### config.mk
export PLATFORM = sky130hd
export DESIGN_NAME = spps_port
export DESIGN_NICKNAME = d
export VERILOG_FILES = /design/src/spps_pkg.sv /design/src/spps_port.sv
export SDC_FILE = /design/constraint.sdc
export NUM_CORES = 1
export LEC_CHECK = 0
export BUFFER_PORTS_ARGS = -buffer_cell sky130_fd_sc_hd__buf_4
export CORE_UTILIZATION = 42
export CTS_BUF_LIST = sky130_fd_sc_hd__clkbuf_16
export CTS_CLUSTER_SIZE = 24
export DETAILED_ROUTE_END_ITERATION = 16
export SYNTH_ARGS = -nofsm -noshare
export SYNTH_HDL_FRONTEND = slang
export SYNTH_SLANG_ARGS = --single-unit
### constraint.sdc
create_clock -name aclk -period 7.3 [get_ports aclk]
set_input_delay 0.73 -clock aclk [delete_from_list [all_inputs] [get_ports aclk]]
set_output_delay 0.73 -clock aclk [all_outputs]
set_load 0.02 [all_outputs]
### src/spps_pkg.sv
// spps_pkg: constants and types shared by the streaming port packet sync block.
// assumes a 32-bit axi4-lite register bus and byte-wide internal buffer ports.
`default_nettype none

package spps_pkg;

  // bus and register map (byte addresses)
  localparam int SPPS_ADDR_W = 4;
  localparam logic [SPPS_ADDR_W-1:0] SPPS_CTRL_OFS = 4'h0;
  localparam logic [SPPS_ADDR_W-1:0] SPPS_LEN_OFS = 4'h4;
  localparam logic [SPPS_ADDR_W-1:0] SPPS_STAT_OFS = 4'h8;
  localparam logic [1:0] SPPS_RESP_OKAY = 2'h0;
  localparam logic [1:0] SPPS_RESP_DECERR = 2'h3;

  // control register fields
  localparam int SPPS_CTL_SERIAL = 0;
  localparam int SPPS_CTL_MULTI = 1;
  localparam int SPPS_CTL_SYNC_LO = 2;
  localparam int SPPS_CTL_TXBUF_LO = 4;
  localparam int SPPS_CTL_RXBUF_LO = 7;
  localparam int SPPS_CTL_POL_EN = 10;
  localparam int SPPS_CTL_POL_SYNC = 11;
  localparam int SPPS_CTL_POL_AV = 12;
  localparam int SPPS_CTL_POL_DIR = 13;
  localparam int SPPS_CTL_TX_LE = 14;
  localparam int SPPS_CTL_RX_LE = 15;
  localparam int SPPS_CTL_ON = 16;
  localparam int SPPS_CTL_W = 17;
  localparam logic [SPPS_CTL_W-1:0] SPPS_CTRL_RESET = 17'h00000;

  // packet length field
  localparam int SPPS_LEN_W = 16;
  localparam logic [SPPS_LEN_W-1:0] SPPS_LEN_RESET = 16'h00bc;
  localparam logic [SPPS_LEN_W-1:0] SPPS_LEN_ONE = 16'h0001;

  // status register fields
  localparam int SPPS_STAT_RXLOAD = 16;
  localparam int SPPS_STAT_AV = 17;
  localparam int SPPS_STAT_INPKT = 18;

  // serial bit position
  localparam logic [2:0] SPPS_BIT_FIRST = 3'h0;
  localparam logic [2:0] SPPS_BIT_LAST = 3'h7;

  typedef enum logic [1:0] {
    SPPS_SYNC_COUNT = 2'b00,
    SPPS_SYNC_START = 2'b01,
    SPPS_SYNC_END = 2'b10,
    SPPS_SYNC_RSVD = 2'b11
  } spps_sync_type;

endpackage : spps_pkg

`default_nettype wire

### src/spps_port.sv
// spps_port: one streaming data port with packet framing and an axi4-lite slave.
// assumes the port pins and port clock are asynchronous to aclk and slower than aclk/4;
// the internal buffers sit on the user-side ports and answer within one aclk cycle.
//
// Added by the designer: the address map and register access over AXI4-Lite.
`timescale 1ns/1ns
`default_nettype none

module spps_port
  import spps_pkg::*;
(
  // clock and reset
  input wire logic aclk,
  input wire logic aresetn,
  // axi4-lite slave
  input wire logic [spps_pkg::SPPS_ADDR_W-1:0] s_axi_awaddr,
  input wire logic s_axi_awvalid,
  output logic s_axi_awready,
  input wire logic [31:0] s_axi_wdata,
  input wire logic [3:0] s_axi_wstrb,
  input wire logic s_axi_wvalid,
  output logic s_axi_wready,
  output logic [1:0] s_axi_bresp,
  output logic s_axi_bvalid,
  input wire logic s_axi_bready,
  input wire logic [spps_pkg::SPPS_ADDR_W-1:0] s_axi_araddr,
  input wire logic s_axi_arvalid,
  output logic s_axi_arready,
  output logic [31:0] s_axi_rdata,
  output logic [1:0] s_axi_rresp,
  output logic s_axi_rvalid,
  input wire logic s_axi_rready,
  // port pins
  input wire logic port_clk,
  input wire logic [7:0] port_data_bus_in,
  output logic [7:0] port_data_bus_out,
  output logic [7:0] port_data_bus_oe,
  input wire logic packet_sync_marker_in,
  output logic packet_sync_marker_out,
  output logic packet_sync_marker_oe,
  input wire logic port_enable,
  input wire logic transfer_direction,
  input wire logic [2:0] buffer_select,
  output logic data_available,
  // transmit buffer side
  output logic tx_valid,
  output logic [7:0] tx_data,
  output logic [2:0] tx_buf,
  output logic [1:0] tx_lane,
  output logic tx_sop,
  output logic tx_eop,
  // receive buffer side
  output logic [2:0] rx_buf,
  output logic [1:0] rx_lane,
  input wire logic [7:0] rx_cell_ready,
  input wire logic rx_byte_valid,
  input wire logic [7:0] rx_head_data,
  input wire logic rx_head_last,
  input wire logic rx_more,
  output logic rx_pop
);
  import spps_pkg::*;

  logic [SPPS_CTL_W-1:0] ctrl_q;
  logic [SPPS_LEN_W-1:0] len_q;
  logic [15:0] tx_pkts_q;

  // control fields
  logic cfg_serial, cfg_multi, cfg_on, cfg_tx_le, cfg_rx_le;
  logic [2:0] cfg_txbuf, cfg_rxbuf;
  spps_sync_type cfg_sync;
  assign cfg_serial = ctrl_q[SPPS_CTL_SERIAL];
  assign cfg_multi = ctrl_q[SPPS_CTL_MULTI];
  assign cfg_on = ctrl_q[SPPS_CTL_ON];
  assign cfg_tx_le = ctrl_q[SPPS_CTL_TX_LE];
  assign cfg_rx_le = ctrl_q[SPPS_CTL_RX_LE];
  assign cfg_txbuf = ctrl_q[SPPS_CTL_TXBUF_LO +: 3];
  assign cfg_rxbuf = ctrl_q[SPPS_CTL_RXBUF_LO +: 3];
  assign cfg_sync = spps_sync_type'(ctrl_q[SPPS_CTL_SYNC_LO +: 2]);

  // pin synchronisers: stage 1 is read only by stage 2
  logic [14:0] pin_s1_q, pin_s2_q;
  logic clk_s3_q;
  always_ff @(posedge aclk) begin
    if (!aresetn) begin
      pin_s1_q <= '0;
      pin_s2_q <= '0;
      clk_s3_q <= 1'b0;
    end else begin
      pin_s1_q <= {port_clk, packet_sync_marker_in, port_enable, transfer_direction, buffer_select,
                   port_data_bus_in};
      pin_s2_q <= pin_s1_q;
      clk_s3_q <= pin_s2_q[14];
    end
  end

  logic port_rise, sync_act, en_act, dir_rx;
  logic [2:0] sel_s;
  logic [7:0] data_s;
  assign port_rise = pin_s2_q[14] & ~clk_s3_q;
  assign sync_act = pin_s2_q[13] ^ ctrl_q[SPPS_CTL_POL_SYNC];
  assign en_act = pin_s2_q[12] ^ ctrl_q[SPPS_CTL_POL_EN];
  assign dir_rx = pin_s2_q[11] ^ ctrl_q[SPPS_CTL_POL_DIR];
  assign sel_s = pin_s2_q[10:8];
  assign data_s = pin_s2_q[7:0];

  logic tx_run, rx_run;
  assign tx_run = cfg_on & ~dir_rx;
  assign rx_run = cfg_on & dir_rx;

  // ---------------- transmit: byte assembly ----------------
  logic [6:0] tx_sh_q;
  logic [2:0] tx_bit_q;
  logic tx_sync_seen_q;
  logic tx_byte_ok, tx_byte_sync;
  logic [7:0] tx_byte;
  logic ser_restart;
  // a start marker mid-byte realigns the bit counter
  assign ser_restart = (cfg_sync == SPPS_SYNC_START) & sync_act;

  always_comb begin
    tx_byte_ok = 1'b0;
    tx_byte = data_s;
    tx_byte_sync = sync_act;
    if (port_rise && tx_run && en_act) begin
      if (!cfg_serial) begin
        tx_byte_ok = 1'b1;
      end else begin
        tx_byte = {tx_sh_q, data_s[0]};
        tx_byte_sync = tx_sync_seen_q | sync_act;
        tx_byte_ok = (tx_bit_q == SPPS_BIT_LAST) & ~ser_restart;
      end
    end
  end

  always_ff @(posedge aclk) begin
    if (!aresetn || !tx_run || !cfg_serial) begin
      tx_sh_q <= '0;
      tx_bit_q <= SPPS_BIT_FIRST;
      tx_sync_seen_q <= 1'b0;
    end else if (port_rise && en_act) begin
      if (ser_restart) begin
        tx_sh_q <= {6'h00, data_s[0]};
        tx_bit_q <= SPPS_BIT_FIRST + 3'h1;
        tx_sync_seen_q <= 1'b1;
      end else begin
        tx_sh_q <= {tx_sh_q[5:0], data_s[0]};
        tx_bit_q <= tx_bit_q + 3'h1;
        tx_sync_seen_q <= (tx_bit_q == SPPS_BIT_LAST) ? 1'b0 : (tx_sync_seen_q | sync_act);
      end
    end
  end

  // ---------------- transmit: framing ----------------
  logic [SPPS_LEN_W-1:0] tx_cnt_q, tx_cnt_d;
  logic tx_take, tx_first, tx_last;
  logic tx_at_end;
  assign tx_at_end = (tx_cnt_q == len_q - SPPS_LEN_ONE);

  always_comb begin
    tx_take = 1'b0;
    tx_first = 1'b0;
    tx_last = 1'b0;
    tx_cnt_d = tx_cnt_q;
    if (tx_byte_ok) begin
      case (cfg_sync)
        SPPS_SYNC_START: begin
          if (tx_byte_sync) begin
            tx_take = 1'b1;
            tx_first = 1'b1;
            tx_last = (len_q == SPPS_LEN_ONE);
            tx_cnt_d = tx_last ? '0 : SPPS_LEN_ONE;
          end else if (tx_cnt_q != '0) begin
            tx_take = 1'b1;
            tx_last = tx_at_end;
            tx_cnt_d = tx_at_end ? '0 : tx_cnt_q + SPPS_LEN_ONE;
          end
        end
        SPPS_SYNC_END: begin
          tx_take = 1'b1;
          tx_first = (tx_cnt_q == '0);
          tx_last = tx_byte_sync;
          tx_cnt_d = tx_byte_sync ? '0 : tx_cnt_q + SPPS_LEN_ONE;
        end
        default: begin
          tx_take = 1'b1;
          tx_first = (tx_cnt_q == '0);
          tx_last = tx_at_end;
          tx_cnt_d = tx_at_end ? '0 : tx_cnt_q + SPPS_LEN_ONE;
        end
      endcase
    end
  end

  // counter restarts whenever the port is switched off, so it starts at enable
  always_ff @(posedge aclk) begin
    if (!aresetn || !tx_run) begin
      tx_cnt_q <= '0;
    end else begin
      tx_cnt_q <= tx_cnt_d;
    end
  end

  always_ff @(posedge aclk) begin
    if (!aresetn) begin
      tx_valid <= 1'b0;
      tx_data <= '0;
      tx_buf <= '0;
      tx_lane <= '0;
      tx_sop <= 1'b0;
      tx_eop <= 1'b0;
      tx_pkts_q <= '0;
    end else begin
      tx_valid <= tx_take;
      tx_sop <= tx_take & tx_first;
      tx_eop <= tx_take & tx_last;
      if (tx_take) begin
        tx_data <= tx_byte;
        tx_buf <= cfg_multi ? sel_s : cfg_txbuf;
        tx_lane <= cfg_tx_le ? tx_cnt_q[1:0] : ~tx_cnt_q[1:0];
      end
      if (tx_take && tx_last) begin
        tx_pkts_q <= tx_pkts_q + 16'h0001;
      end
    end
  end

  // ---------------- receive ----------------
  logic rx_loaded_q, rx_last_q, rx_first_q, av_int_q;
  logic [7:0] rx_byte_q;
  logic [2:0] rx_bit_q;
  logic [SPPS_LEN_W-1:0] rx_cnt_q;
  logic rx_avail, rx_step, rx_done, rx_load;
  logic rx_ld_last;

  assign rx_avail = rx_cell_ready[rx_buf] & rx_byte_valid;
  assign rx_step = port_rise & rx_run & rx_loaded_q & en_act;
  assign rx_done = rx_step & (~cfg_serial | (rx_bit_q == SPPS_BIT_LAST));
  assign rx_load = port_rise & rx_run & rx_avail & (~rx_loaded_q | rx_done);
  assign rx_ld_last = (cfg_sync == SPPS_SYNC_END) ? rx_head_last : (rx_cnt_q == len_q - SPPS_LEN_ONE);

  always_ff @(posedge aclk) begin
    if (!aresetn) begin
      rx_buf <= '0;
      rx_lane <= '0;
    end else begin
      rx_buf <= cfg_multi ? sel_s : cfg_rxbuf;
      rx_lane <= cfg_rx_le ? rx_cnt_q[1:0] : ~rx_cnt_q[1:0];
    end
  end

  always_ff @(posedge aclk) begin
    if (!aresetn || !rx_run) begin
      rx_loaded_q <= 1'b0;
      rx_last_q <= 1'b0;
      rx_first_q <= 1'b0;
      rx_byte_q <= '0;
      rx_bit_q <= SPPS_BIT_FIRST;
      rx_cnt_q <= '0;
      av_int_q <= 1'b0;
      rx_pop <= 1'b0;
    end else begin
      rx_pop <= rx_load;
      if (rx_load) begin
        rx_loaded_q <= 1'b1;
        rx_byte_q <= rx_head_data;
        rx_bit_q <= SPPS_BIT_FIRST;
        rx_first_q <= (rx_cnt_q == '0);
        rx_last_q <= rx_ld_last;
        rx_cnt_q <= rx_ld_last ? '0 : rx_cnt_q + SPPS_LEN_ONE;
        av_int_q <= ~(rx_ld_last & ~rx_more);
      end else if (rx_done) begin
        rx_loaded_q <= 1'b0;
        av_int_q <= 1'b0;
      end else if (rx_step) begin
        rx_byte_q <= {rx_byte_q[6:0], 1'b0}; // msb first
        rx_bit_q <= rx_bit_q + 3'h1;
      end
    end
  end

  // pin drivers follow the loaded byte; data lines change on load or step, and clear when receive stops
  always_ff @(posedge aclk) begin
    if (!aresetn) begin
      port_data_bus_out <= '0;
      port_data_bus_oe <= '0;
      packet_sync_marker_out <= 1'b0;
      packet_sync_marker_oe <= 1'b0;
      data_available <= 1'b0;
    end else begin
      port_data_bus_oe <= rx_run ? (cfg_serial ? 8'h01 : 8'hff) : 8'h00;
      port_data_bus_out <= cfg_serial ? {7'h00, rx_byte_q[7]} : rx_byte_q;
      packet_sync_marker_oe <= rx_run & (cfg_sync == SPPS_SYNC_START | cfg_sync == SPPS_SYNC_END);
      packet_sync_marker_out <= ctrl_q[SPPS_CTL_POL_SYNC] ^ (rx_loaded_q &
        ((cfg_sync == SPPS_SYNC_START) ? rx_first_q : rx_last_q));
      data_available <= ctrl_q[SPPS_CTL_POL_AV] ^ av_int_q;
    end
  end

  // ---------------- axi4-lite slave ----------------
  logic aw_full_q, w_full_q;
  logic [SPPS_ADDR_W-1:0] aw_addr_q;
  logic [31:0] w_data_q;
  logic [3:0] w_strb_q;
  logic [31:0] ctrl_wr, len_wr;

  function automatic logic [31:0] spps_merge(input logic [31:0] old, input logic [31:0] nw,
                                             input logic [3:0] strb);
    logic [31:0] res;
    res = old;
    for (int i = 0; i < 4; i++) begin
      if (strb[i]) begin
        res[8*i +: 8] = nw[8*i +: 8];
      end
    end
    return res;
  endfunction : spps_merge

  assign ctrl_wr = spps_merge({15'h0000, ctrl_q}, w_data_q, w_strb_q);
  assign len_wr = spps_merge({16'h0000, len_q}, w_data_q, w_strb_q);

  always_ff @(posedge aclk) begin
    if (!aresetn) begin
      aw_full_q <= 1'b0;
      w_full_q <= 1'b0;
      aw_addr_q <= '0;
      w_data_q <= '0;
      w_strb_q <= '0;
      s_axi_awready <= 1'b1;
      s_axi_wready <= 1'b1;
      s_axi_bvalid <= 1'b0;
      s_axi_bresp <= SPPS_RESP_OKAY;
      ctrl_q <= SPPS_CTRL_RESET;
      len_q <= SPPS_LEN_RESET;
    end else begin
      if (s_axi_awvalid && s_axi_awready) begin
        aw_full_q <= 1'b1;
        aw_addr_q <= s_axi_awaddr;
        s_axi_awready <= 1'b0;
      end
      if (s_axi_wvalid && s_axi_wready) begin
        w_full_q <= 1'b1;
        w_data_q <= s_axi_wdata;
        w_strb_q <= s_axi_wstrb;
        s_axi_wready <= 1'b0;
      end
      if (aw_full_q && w_full_q && !s_axi_bvalid) begin
        aw_full_q <= 1'b0;
        w_full_q <= 1'b0;
        s_axi_bvalid <= 1'b1;
        s_axi_bresp <= SPPS_RESP_OKAY;
        case (aw_addr_q)
          SPPS_CTRL_OFS: ctrl_q <= ctrl_wr[SPPS_CTL_W-1:0];
          SPPS_LEN_OFS: len_q <= len_wr[SPPS_LEN_W-1:0];
          SPPS_STAT_OFS: s_axi_bresp <= SPPS_RESP_OKAY;
          default: s_axi_bresp <= SPPS_RESP_DECERR;
        endcase
      end
      if (s_axi_bvalid && s_axi_bready) begin
        s_axi_bvalid <= 1'b0;
        s_axi_awready <= 1'b1;
        s_axi_wready <= 1'b1;
      end
    end
  end

  always_ff @(posedge aclk) begin
    if (!aresetn) begin
      s_axi_arready <= 1'b1;
      s_axi_rvalid <= 1'b0;
      s_axi_rdata <= '0;
      s_axi_rresp <= SPPS_RESP_OKAY;
    end else begin
      if (s_axi_arvalid && s_axi_arready) begin
        s_axi_arready <= 1'b0;
        s_axi_rvalid <= 1'b1;
        s_axi_rresp <= SPPS_RESP_OKAY;
        case (s_axi_araddr)
          SPPS_CTRL_OFS: s_axi_rdata <= {15'h0000, ctrl_q};
          SPPS_LEN_OFS: s_axi_rdata <= {16'h0000, len_q};
          SPPS_STAT_OFS: begin
            s_axi_rdata <= '0;
            s_axi_rdata[15:0] <= tx_pkts_q;
            s_axi_rdata[SPPS_STAT_RXLOAD] <= rx_loaded_q;
            s_axi_rdata[SPPS_STAT_AV] <= av_int_q;
            s_axi_rdata[SPPS_STAT_INPKT] <= (tx_cnt_q != '0);
          end
          default: begin
            s_axi_rdata <= '0;
            s_axi_rresp <= SPPS_RESP_DECERR;
          end
        endcase
      end
      if (s_axi_rvalid && s_axi_rready) begin
        s_axi_rvalid <= 1'b0;
        s_axi_arready <= 1'b1;
      end
    end
  end

  // ---------------- assertions ----------------
  AST_TX_FREEZE: assert property (@(posedge aclk) disable iff (!aresetn)
    (port_rise && tx_run && !en_act) |=> (!tx_valid && $stable(tx_cnt_q)))
    else $error("transmit byte taken or counter moved with enable inactive");

  AST_TX_FIXED_BUF: assert property (@(posedge aclk) disable iff (!aresetn)
    (tx_take && !cfg_multi) |=> (tx_buf == $past(cfg_txbuf)))
    else $error("single-stream transmit went to a buffer other than the configured one");

  AST_TX_COUNT_END: assert property (@(posedge aclk) disable iff (!aresetn)
    (tx_byte_ok && cfg_sync == SPPS_SYNC_COUNT && tx_cnt_q == len_q - SPPS_LEN_ONE)
    |=> (tx_eop && tx_valid) ##1 (tx_cnt_q == '0 || !tx_run))
    else $error("counter-only packet not ended at configured length");

  AST_TX_START_DROP: assert property (@(posedge aclk) disable iff (!aresetn)
    (tx_byte_ok && cfg_sync == SPPS_SYNC_START && !tx_byte_sync && tx_cnt_q == '0) |=> !tx_valid)
    else $error("byte outside a start-marked packet written to buffer");

  AST_RX_AV_WITH_DATA: assert property (@(posedge aclk) disable iff (!aresetn)
    $rose(av_int_q) |-> (rx_loaded_q ##1 (port_data_bus_oe != 8'h00)))
    else $error("data-available rose without a byte presented");

  AST_RX_HOLD: assert property (@(posedge aclk) disable iff (!aresetn)
    (rx_loaded_q && rx_run && !(port_rise && en_act) && $stable(ctrl_q)) |=> $stable(rx_byte_q))
    else $error("receive byte changed while stalled");

  AST_RX_AV_DROP: assert property (@(posedge aclk) disable iff (!aresetn)
    (rx_load && rx_ld_last && !rx_more) |=> (!av_int_q && rx_loaded_q))
    else $error("data-available not dropped with last byte of drained packet");

  AST_SYNC_HIZ_COUNT: assert property (@(posedge aclk) disable iff (!aresetn)
    (cfg_sync == SPPS_SYNC_COUNT) |=> !packet_sync_marker_oe)
    else $error("sync marker driven in counter-only mode");

  AST_SERIAL_ONE_LINE: assert property (@(posedge aclk) disable iff (!aresetn)
    cfg_serial |=> (port_data_bus_oe[7:1] == 7'h00))
    else $error("serial mode drives more than data line zero");

endmodule : spps_port

`default_nettype wire

# Word-level counts from Yosys, hierarchy flattened
# Index checks and enable logic that the tools add are counted.
# totals
register_bits	246
latch_bits	0
mem_bits_rw	0
romBits	0
inputBits	85
out_inout_bits	82
elab_cells	194
n_memories	0
# classes
addsub	6
n_mul	0
n_div	0
magnitude_cmp	1
eq_ne	13
n_shift	0
muxes	47
bitwise_logic	37
n_reduce_logical	42
# op_table
operator	count
$mux W16	5
$pmux W19 S3	1
$add A16 B1 Y16 const B	3
$mux W8	6
$eq A16 B16 Y1	2
$logic_not A16 Y1	2
$pmux W16 S2	1
$mux W1	24
$and A1 B1 Y1	17
$eq A16 B1 Y1 const B	1
$reduce_bool A16 Y1	1
$sub A16 B1 Y16 const B	1
$reduce_and A3 Y1	5
$logic_and A1 B1 Y1	11
$reduce_or A2 Y1	5
$mux W3	3
$not A1 Y1	9
$eq A4 B3 Y1 const B	2
$eq A4 B4 Y1 const B	2
$logic_not A4 Y1	2
$mux W2	4
$reduce_and A2 Y1	4
$mux W7	1
$add A3 B1 Y3 const B	2
other kinds (15)	32

# Logic depth before layout (Yosys ltp)
# depth
depth_word	10
ltp_mapped	14

# Worst setup path after synthesis
# Ideal clock, no wire load.
# synth_path
path_type	register to register
from	register len_q[0]
to	register tx_pkts_q[15]
t_arrival_ps	3703
required_ps	7230
setup_slack_ps	3527
stages_incl_launch_ff	14
path_buffers	3
period_less_slack_ps	3773
cell_sequence	dfxtp_1 clkbuf_1 inv_1 ha_1 or3b_2 buf_2 or4_4 xor2_1 o21ai_1 or4_4 o31a_1 buf_6 or4_1 a21oi_1
# synth_between
elab_chain_len	7
word_cells_on_any_way	8
# synth_lines
element	line_no	rtl
from (decl)	spps_port.sv:65	logic [SPPS_LEN_W-1:0] len_q;
from (signal assigned)	spps_port.sv:354	SPPS_LEN_OFS: len_q <= len_wr[SPPS_LEN_W-1:0];
$sub A16 B1 Y16	spps_port.sv:158	assign tx_at_end = (tx_cnt_q == len_q - SPPS_LEN_ONE);
$eq A16 B16 Y1	spps_port.sv:158	
$mux W1	spps_port.sv:173	end else if (tx_cnt_q != '0) begin
$mux W1	spps_port.sv:168	if (tx_byte_sync) begin
$pmux W1 S2 (*)	spps_port.sv:166	case (cfg_sync)
$mux W1 (*)	spps_port.sv:165	if (tx_byte_ok) begin
$logic_and A1 B1 Y1 (*)	spps_port.sv:222	if (tx_take && tx_last) begin
to (signal assigned)	spps_port.sv:223	tx_pkts_q <= tx_pkts_q + 16'h0001;
to (decl)	spps_port.sv:66	logic [15:0] tx_pkts_q;
# Every way passes the cells marked *; elsewhere a longest branch is shown, timed or not.
# A chain may end at the register's enable or synchronous reset.

# Final worst setup path
# Ends and elaborated chain as after synthesis.

==> flow_metrics.py <==
metrics = {
    "outcome": {
        "status": "finished clean",
    },
    "sta": {
        "relSlewSlack_pct": 39.8,
        "rsz0062_at_grt": "no",
        "slew_viol_final": 0,
        "setup_tns_ps": 0,
        "hold_viol_final": 0,
        "fin_crit_sh_pct": 58.0,
        "worst-slew-pin-transition_ps": 903,
        "setup_violations": 0,
        "max_freq_mhz": 236,
        "holdWs_ps": 393,
        "finalClockSkew_ps": 23.0,
        "finalCriticalPeriod_ps": 4230,
    },
    "clock_network": {
        "clk_path_buf_depth": 3,
        "numClockSinks": 225,
        "htreeDepth": 1,
        "cts_buffers": 25,
        "path_clk_slew_ps": 60,
        "cts_tree": "built",
        "cts-root-buf": "clkbuf_16",
        "cts_resized": 0,
        "clock_latency_ps": 540,
        "cts-hold-fix-buffers": 0,
        "post_cts_buffers": 0,
    },
    "routing": {
        "wl_met1_um": 11400,
        "drt_iter0_drc": 441,
        "drtPass1Iterations": 5,
        "drtAntennaViolNets": 0,
        "wl_per_cell_um": 15.8,
        "drc_errors": 0,
        "vias": 8075,
        "vias_per_cell": 5.17,
        "wl_met3_um": 1290,
        "highest_layer": "met4",
        "routed_wl_um": 24700,
        "route.met2.wl_um": 11500,
    },
    "critical_path": {
        "r2r_start": "len_q[0]",
        "arrival_ps": 4680,
        "crit_path_end_kind": "flop",
        "ff2ff_setup_slack_ps": 3070,
        "worstPathMaxFanout": 29,
        "required_ps": 7750,
        "worstSetupStartpointType": "flop",
        "worstSetupPathType": "reg -> reg",
        "reg2reg_depth": 10,
        "regToRegEndpoint": "tx_pkts_q[15]",
    },
    "synth": {
        "synth_cells": 1138,
        "avgSynthCellArea_sq_um": 8.77,
        "synthesis.area_sq_mm": 0.00998,
        "ys_types": 58,
        "synth-edff-count": 0,
        "synth_ff_type": "dfxtp_1",
        "seq_area_frac_synth_pct": 45.2,
        "synth_seq_cells": 225,
        "yosys_warnings": 0,
        "async_flop_share_pct": 0,
    },
    "finish": {
        "drive_gt1_share_pct": 17.0,
        "fin_util_pct": 50.6,
        "fill_cells": 2304,
        "mostFrequentLayoutCell": "dfxtp_1",
        "final_cell_mix": "dfxtp_1, buf_4, nor2_1",
        "nNetsFinal": 1325,
        "area_delta_synth_final_pct": 18.7,
        "antennaDiodeCount": 0,
        "final_area_sq_mm": 0.0118,
    },
    "global_routing": {
        "antenna_found_initial": 0,
        "grt_pass1_vias": 7532,
        "grt_start_max_net_pins": 58,
        "overflow": 0,
        "grt_pass1_wl_um": 39700,
        "grtUsageTotal_pct": 20.5,
    },
    "min_path": {
        "hold_path_class": "in -> reg",
        "hold_depth": 2,
        "hold_start": "s_axi_wvalid",
        "hold_end": "s_axi_wready",
    },
    "floorplanning": {
        "die_area_sq_mm": 0.0244,
        "core_area_sq_mm": 0.0234,
        "die_h_um": 156,
        "rows": 56,
        "start_util_pct": 42.6,
        "die_w_um": 156,
        "ios": 167,
    },
    "place": {
        "hpwl_um": 17700,
        "io_buffer_count": 137,
        "placed_area_sq_mm": 0.0110,
        "routabilityCongestion": 0.908,
    },
    "pwr": {
        "pwr-share-seq_pct": 48.3,
        "power_frac_comb_pct": 5.3,
        "swShare_pct": 22.5,
        "internal_power_uw": 2040,
        "switchingPower_uw": 593,
        "finalPower_uw": 2640,
        "pwr-share-clk_pct": 46.4,
        "powerDensity_mw_per_mm2": 223,
        "p_leak_uw": 0.00459,
        "peakVddDrop_v": 0.000155,
    },
    "flow_run": {
        "drv_cap": 0,
    },
}
[how the worst max path moves through the flow]
stage                     slack (ps)     start            end  cells past startpoint
after floorplan                 3530  len_q[0]  tx_pkts_q[15]                     13
after CTS                       3100  len_q[0]  tx_pkts_q[15]                     10
after global placement          3150  len_q[0]  tx_pkts_q[15]                     10
after detailed placement        3110  len_q[0]   tx_pkts_q[9]                     10
after global routing            2900  len_q[0]  tx_pkts_q[15]                     10
final                           3070  len_q[0]  tx_pkts_q[15]                     10
[Yosys cell counts, types with 3 or more instances]
cell / number / area [sq um]
nor2b_1: 9 / 56.3
o31a_1: 3 / 26.3
or4_1: 4 / 30.0
clkbuf_1: 60 / 225
buf_6: 3 / 33.8
and3_1: 7 / 43.8
dfxtp_1: 225 / 4500
nand2b_1: 5 / 31.3
mux2_2: 17 / 191
ha_1: 13 / 163
or3_1: 17 / 106
or3b_2: 3 / 26.3
and4_1: 6 / 52.6
nor4_1: 14 / 87.6
nor3_1: 30 / 150
buf_1: 4 / 15.0
nor2_1: 127 / 477
nor4b_1: 5 / 43.8
inv_1: 22 / 82.6
and2_1: 44 / 275
o31ai_1: 4 / 30.0
xor2_1: 35 / 307
o21ai_0: 23 / 115
nand4_1: 18 / 113
or2_2: 3 / 18.8
or4_4: 4 / 45.0
nand3_1: 44 / 220
buf_4: 22 / 165
mux2i_1: 43 / 430
nand2_1: 122 / 458
buf_2: 4 / 20.0
a211oi_1: 19 / 143
xnor2_1: 48 / 420
a221oi_1: 17 / 149
a22oi_1: 9 / 67.6
a21oi_1: 76 / 380
[power by group through the flow]
stage | logic, uW | registers, uW | clock network (uW)
after detailed placement | 140 | 1300 | 0
after global routing | 153 | 1280 | 1300
after global placement | 139 | 1300 | 0
after CTS | 141 | 1270 | 1250
after floorplan | 74.7 | 1300 | 0
final | 139 | 1270 | 1220
[registers in the layout (all words and copies together), names as in the netlist, 3 cells and up]
| register | cells |
|---|---|
| pin_s2_q | 15 |
| port_data_bus_out | 8 |
| tx_cnt_q | 16 |
| rx_cnt_q | 16 |
| rx_byte_q | 8 |
| tx_data | 8 |
| s_axi_rdata | 19 |
| len_q | 16 |
| ctrl_q | 17 |
| w_data_q | 17 |
| aw_addr_q | 4 |
| tx_buf | 3 |
| tx_bit_q | 3 |
| rx_buf | 3 |
| tx_pkts_q | 16 |
| w_strb_q | 3 |
| tx_sh_q | 7 |
| rx_bit_q | 3 |
| pin_s1_q | 15 |
[worst max-delay path: stages (launching register included)]
cell and delay [ps]:
dfxtp_1 430, inv_1 100, ha_1 170, or3b_2 600, or4_4 610, xor2_1 260
o21ai_1 90, or4_4 530, o31a_1 610, or4_1 600, a21oi_1 150
[cell type report]
cell class	instances	area, sq um	share of cell area (%)
repair buffers	143	1070	9.06
clock inverters	19	170	1.44
well taps	319	399	3.37
flip-flops and latches	225	4500	38.0
multi-input cells	810	4990	42.1
clock buffers	25	626	5.28
inverters	22	83.8	0.708
[metrics by stage]
stage,instances,worst slack [ps]
after floorplan,1150,3530
after global placement,1519,3150
after detailed placement,1519,3110
after CTS,1563,3100
after global routing,1563,2900
final,1563,3070
[cells by family after synthesis]
logic type / count (synthesis) / share of synthesized area [%]
and+or+nand+nor: 470 / 23.2
adders and majority gates: 13 / 1.63
other: 1 / 0.0376
AOI/OAI and AO/OA: 169 / 10.6
muxes: 62 / 6.68
DFF: 225 / 45.2
buffers and inverters: 115 / 5.43
xor gates and xnor gates: 83 / 7.29
[metal layers]
layer / global-route usage [%] / vias up
li1: - / 4069
met1: 27.6 / 3778
met2: 33.8 / 193
met3: 3.25 / 35
met4: 5.70 / 0
met5: 0 / -
Power figures use the tool's default switching activity.
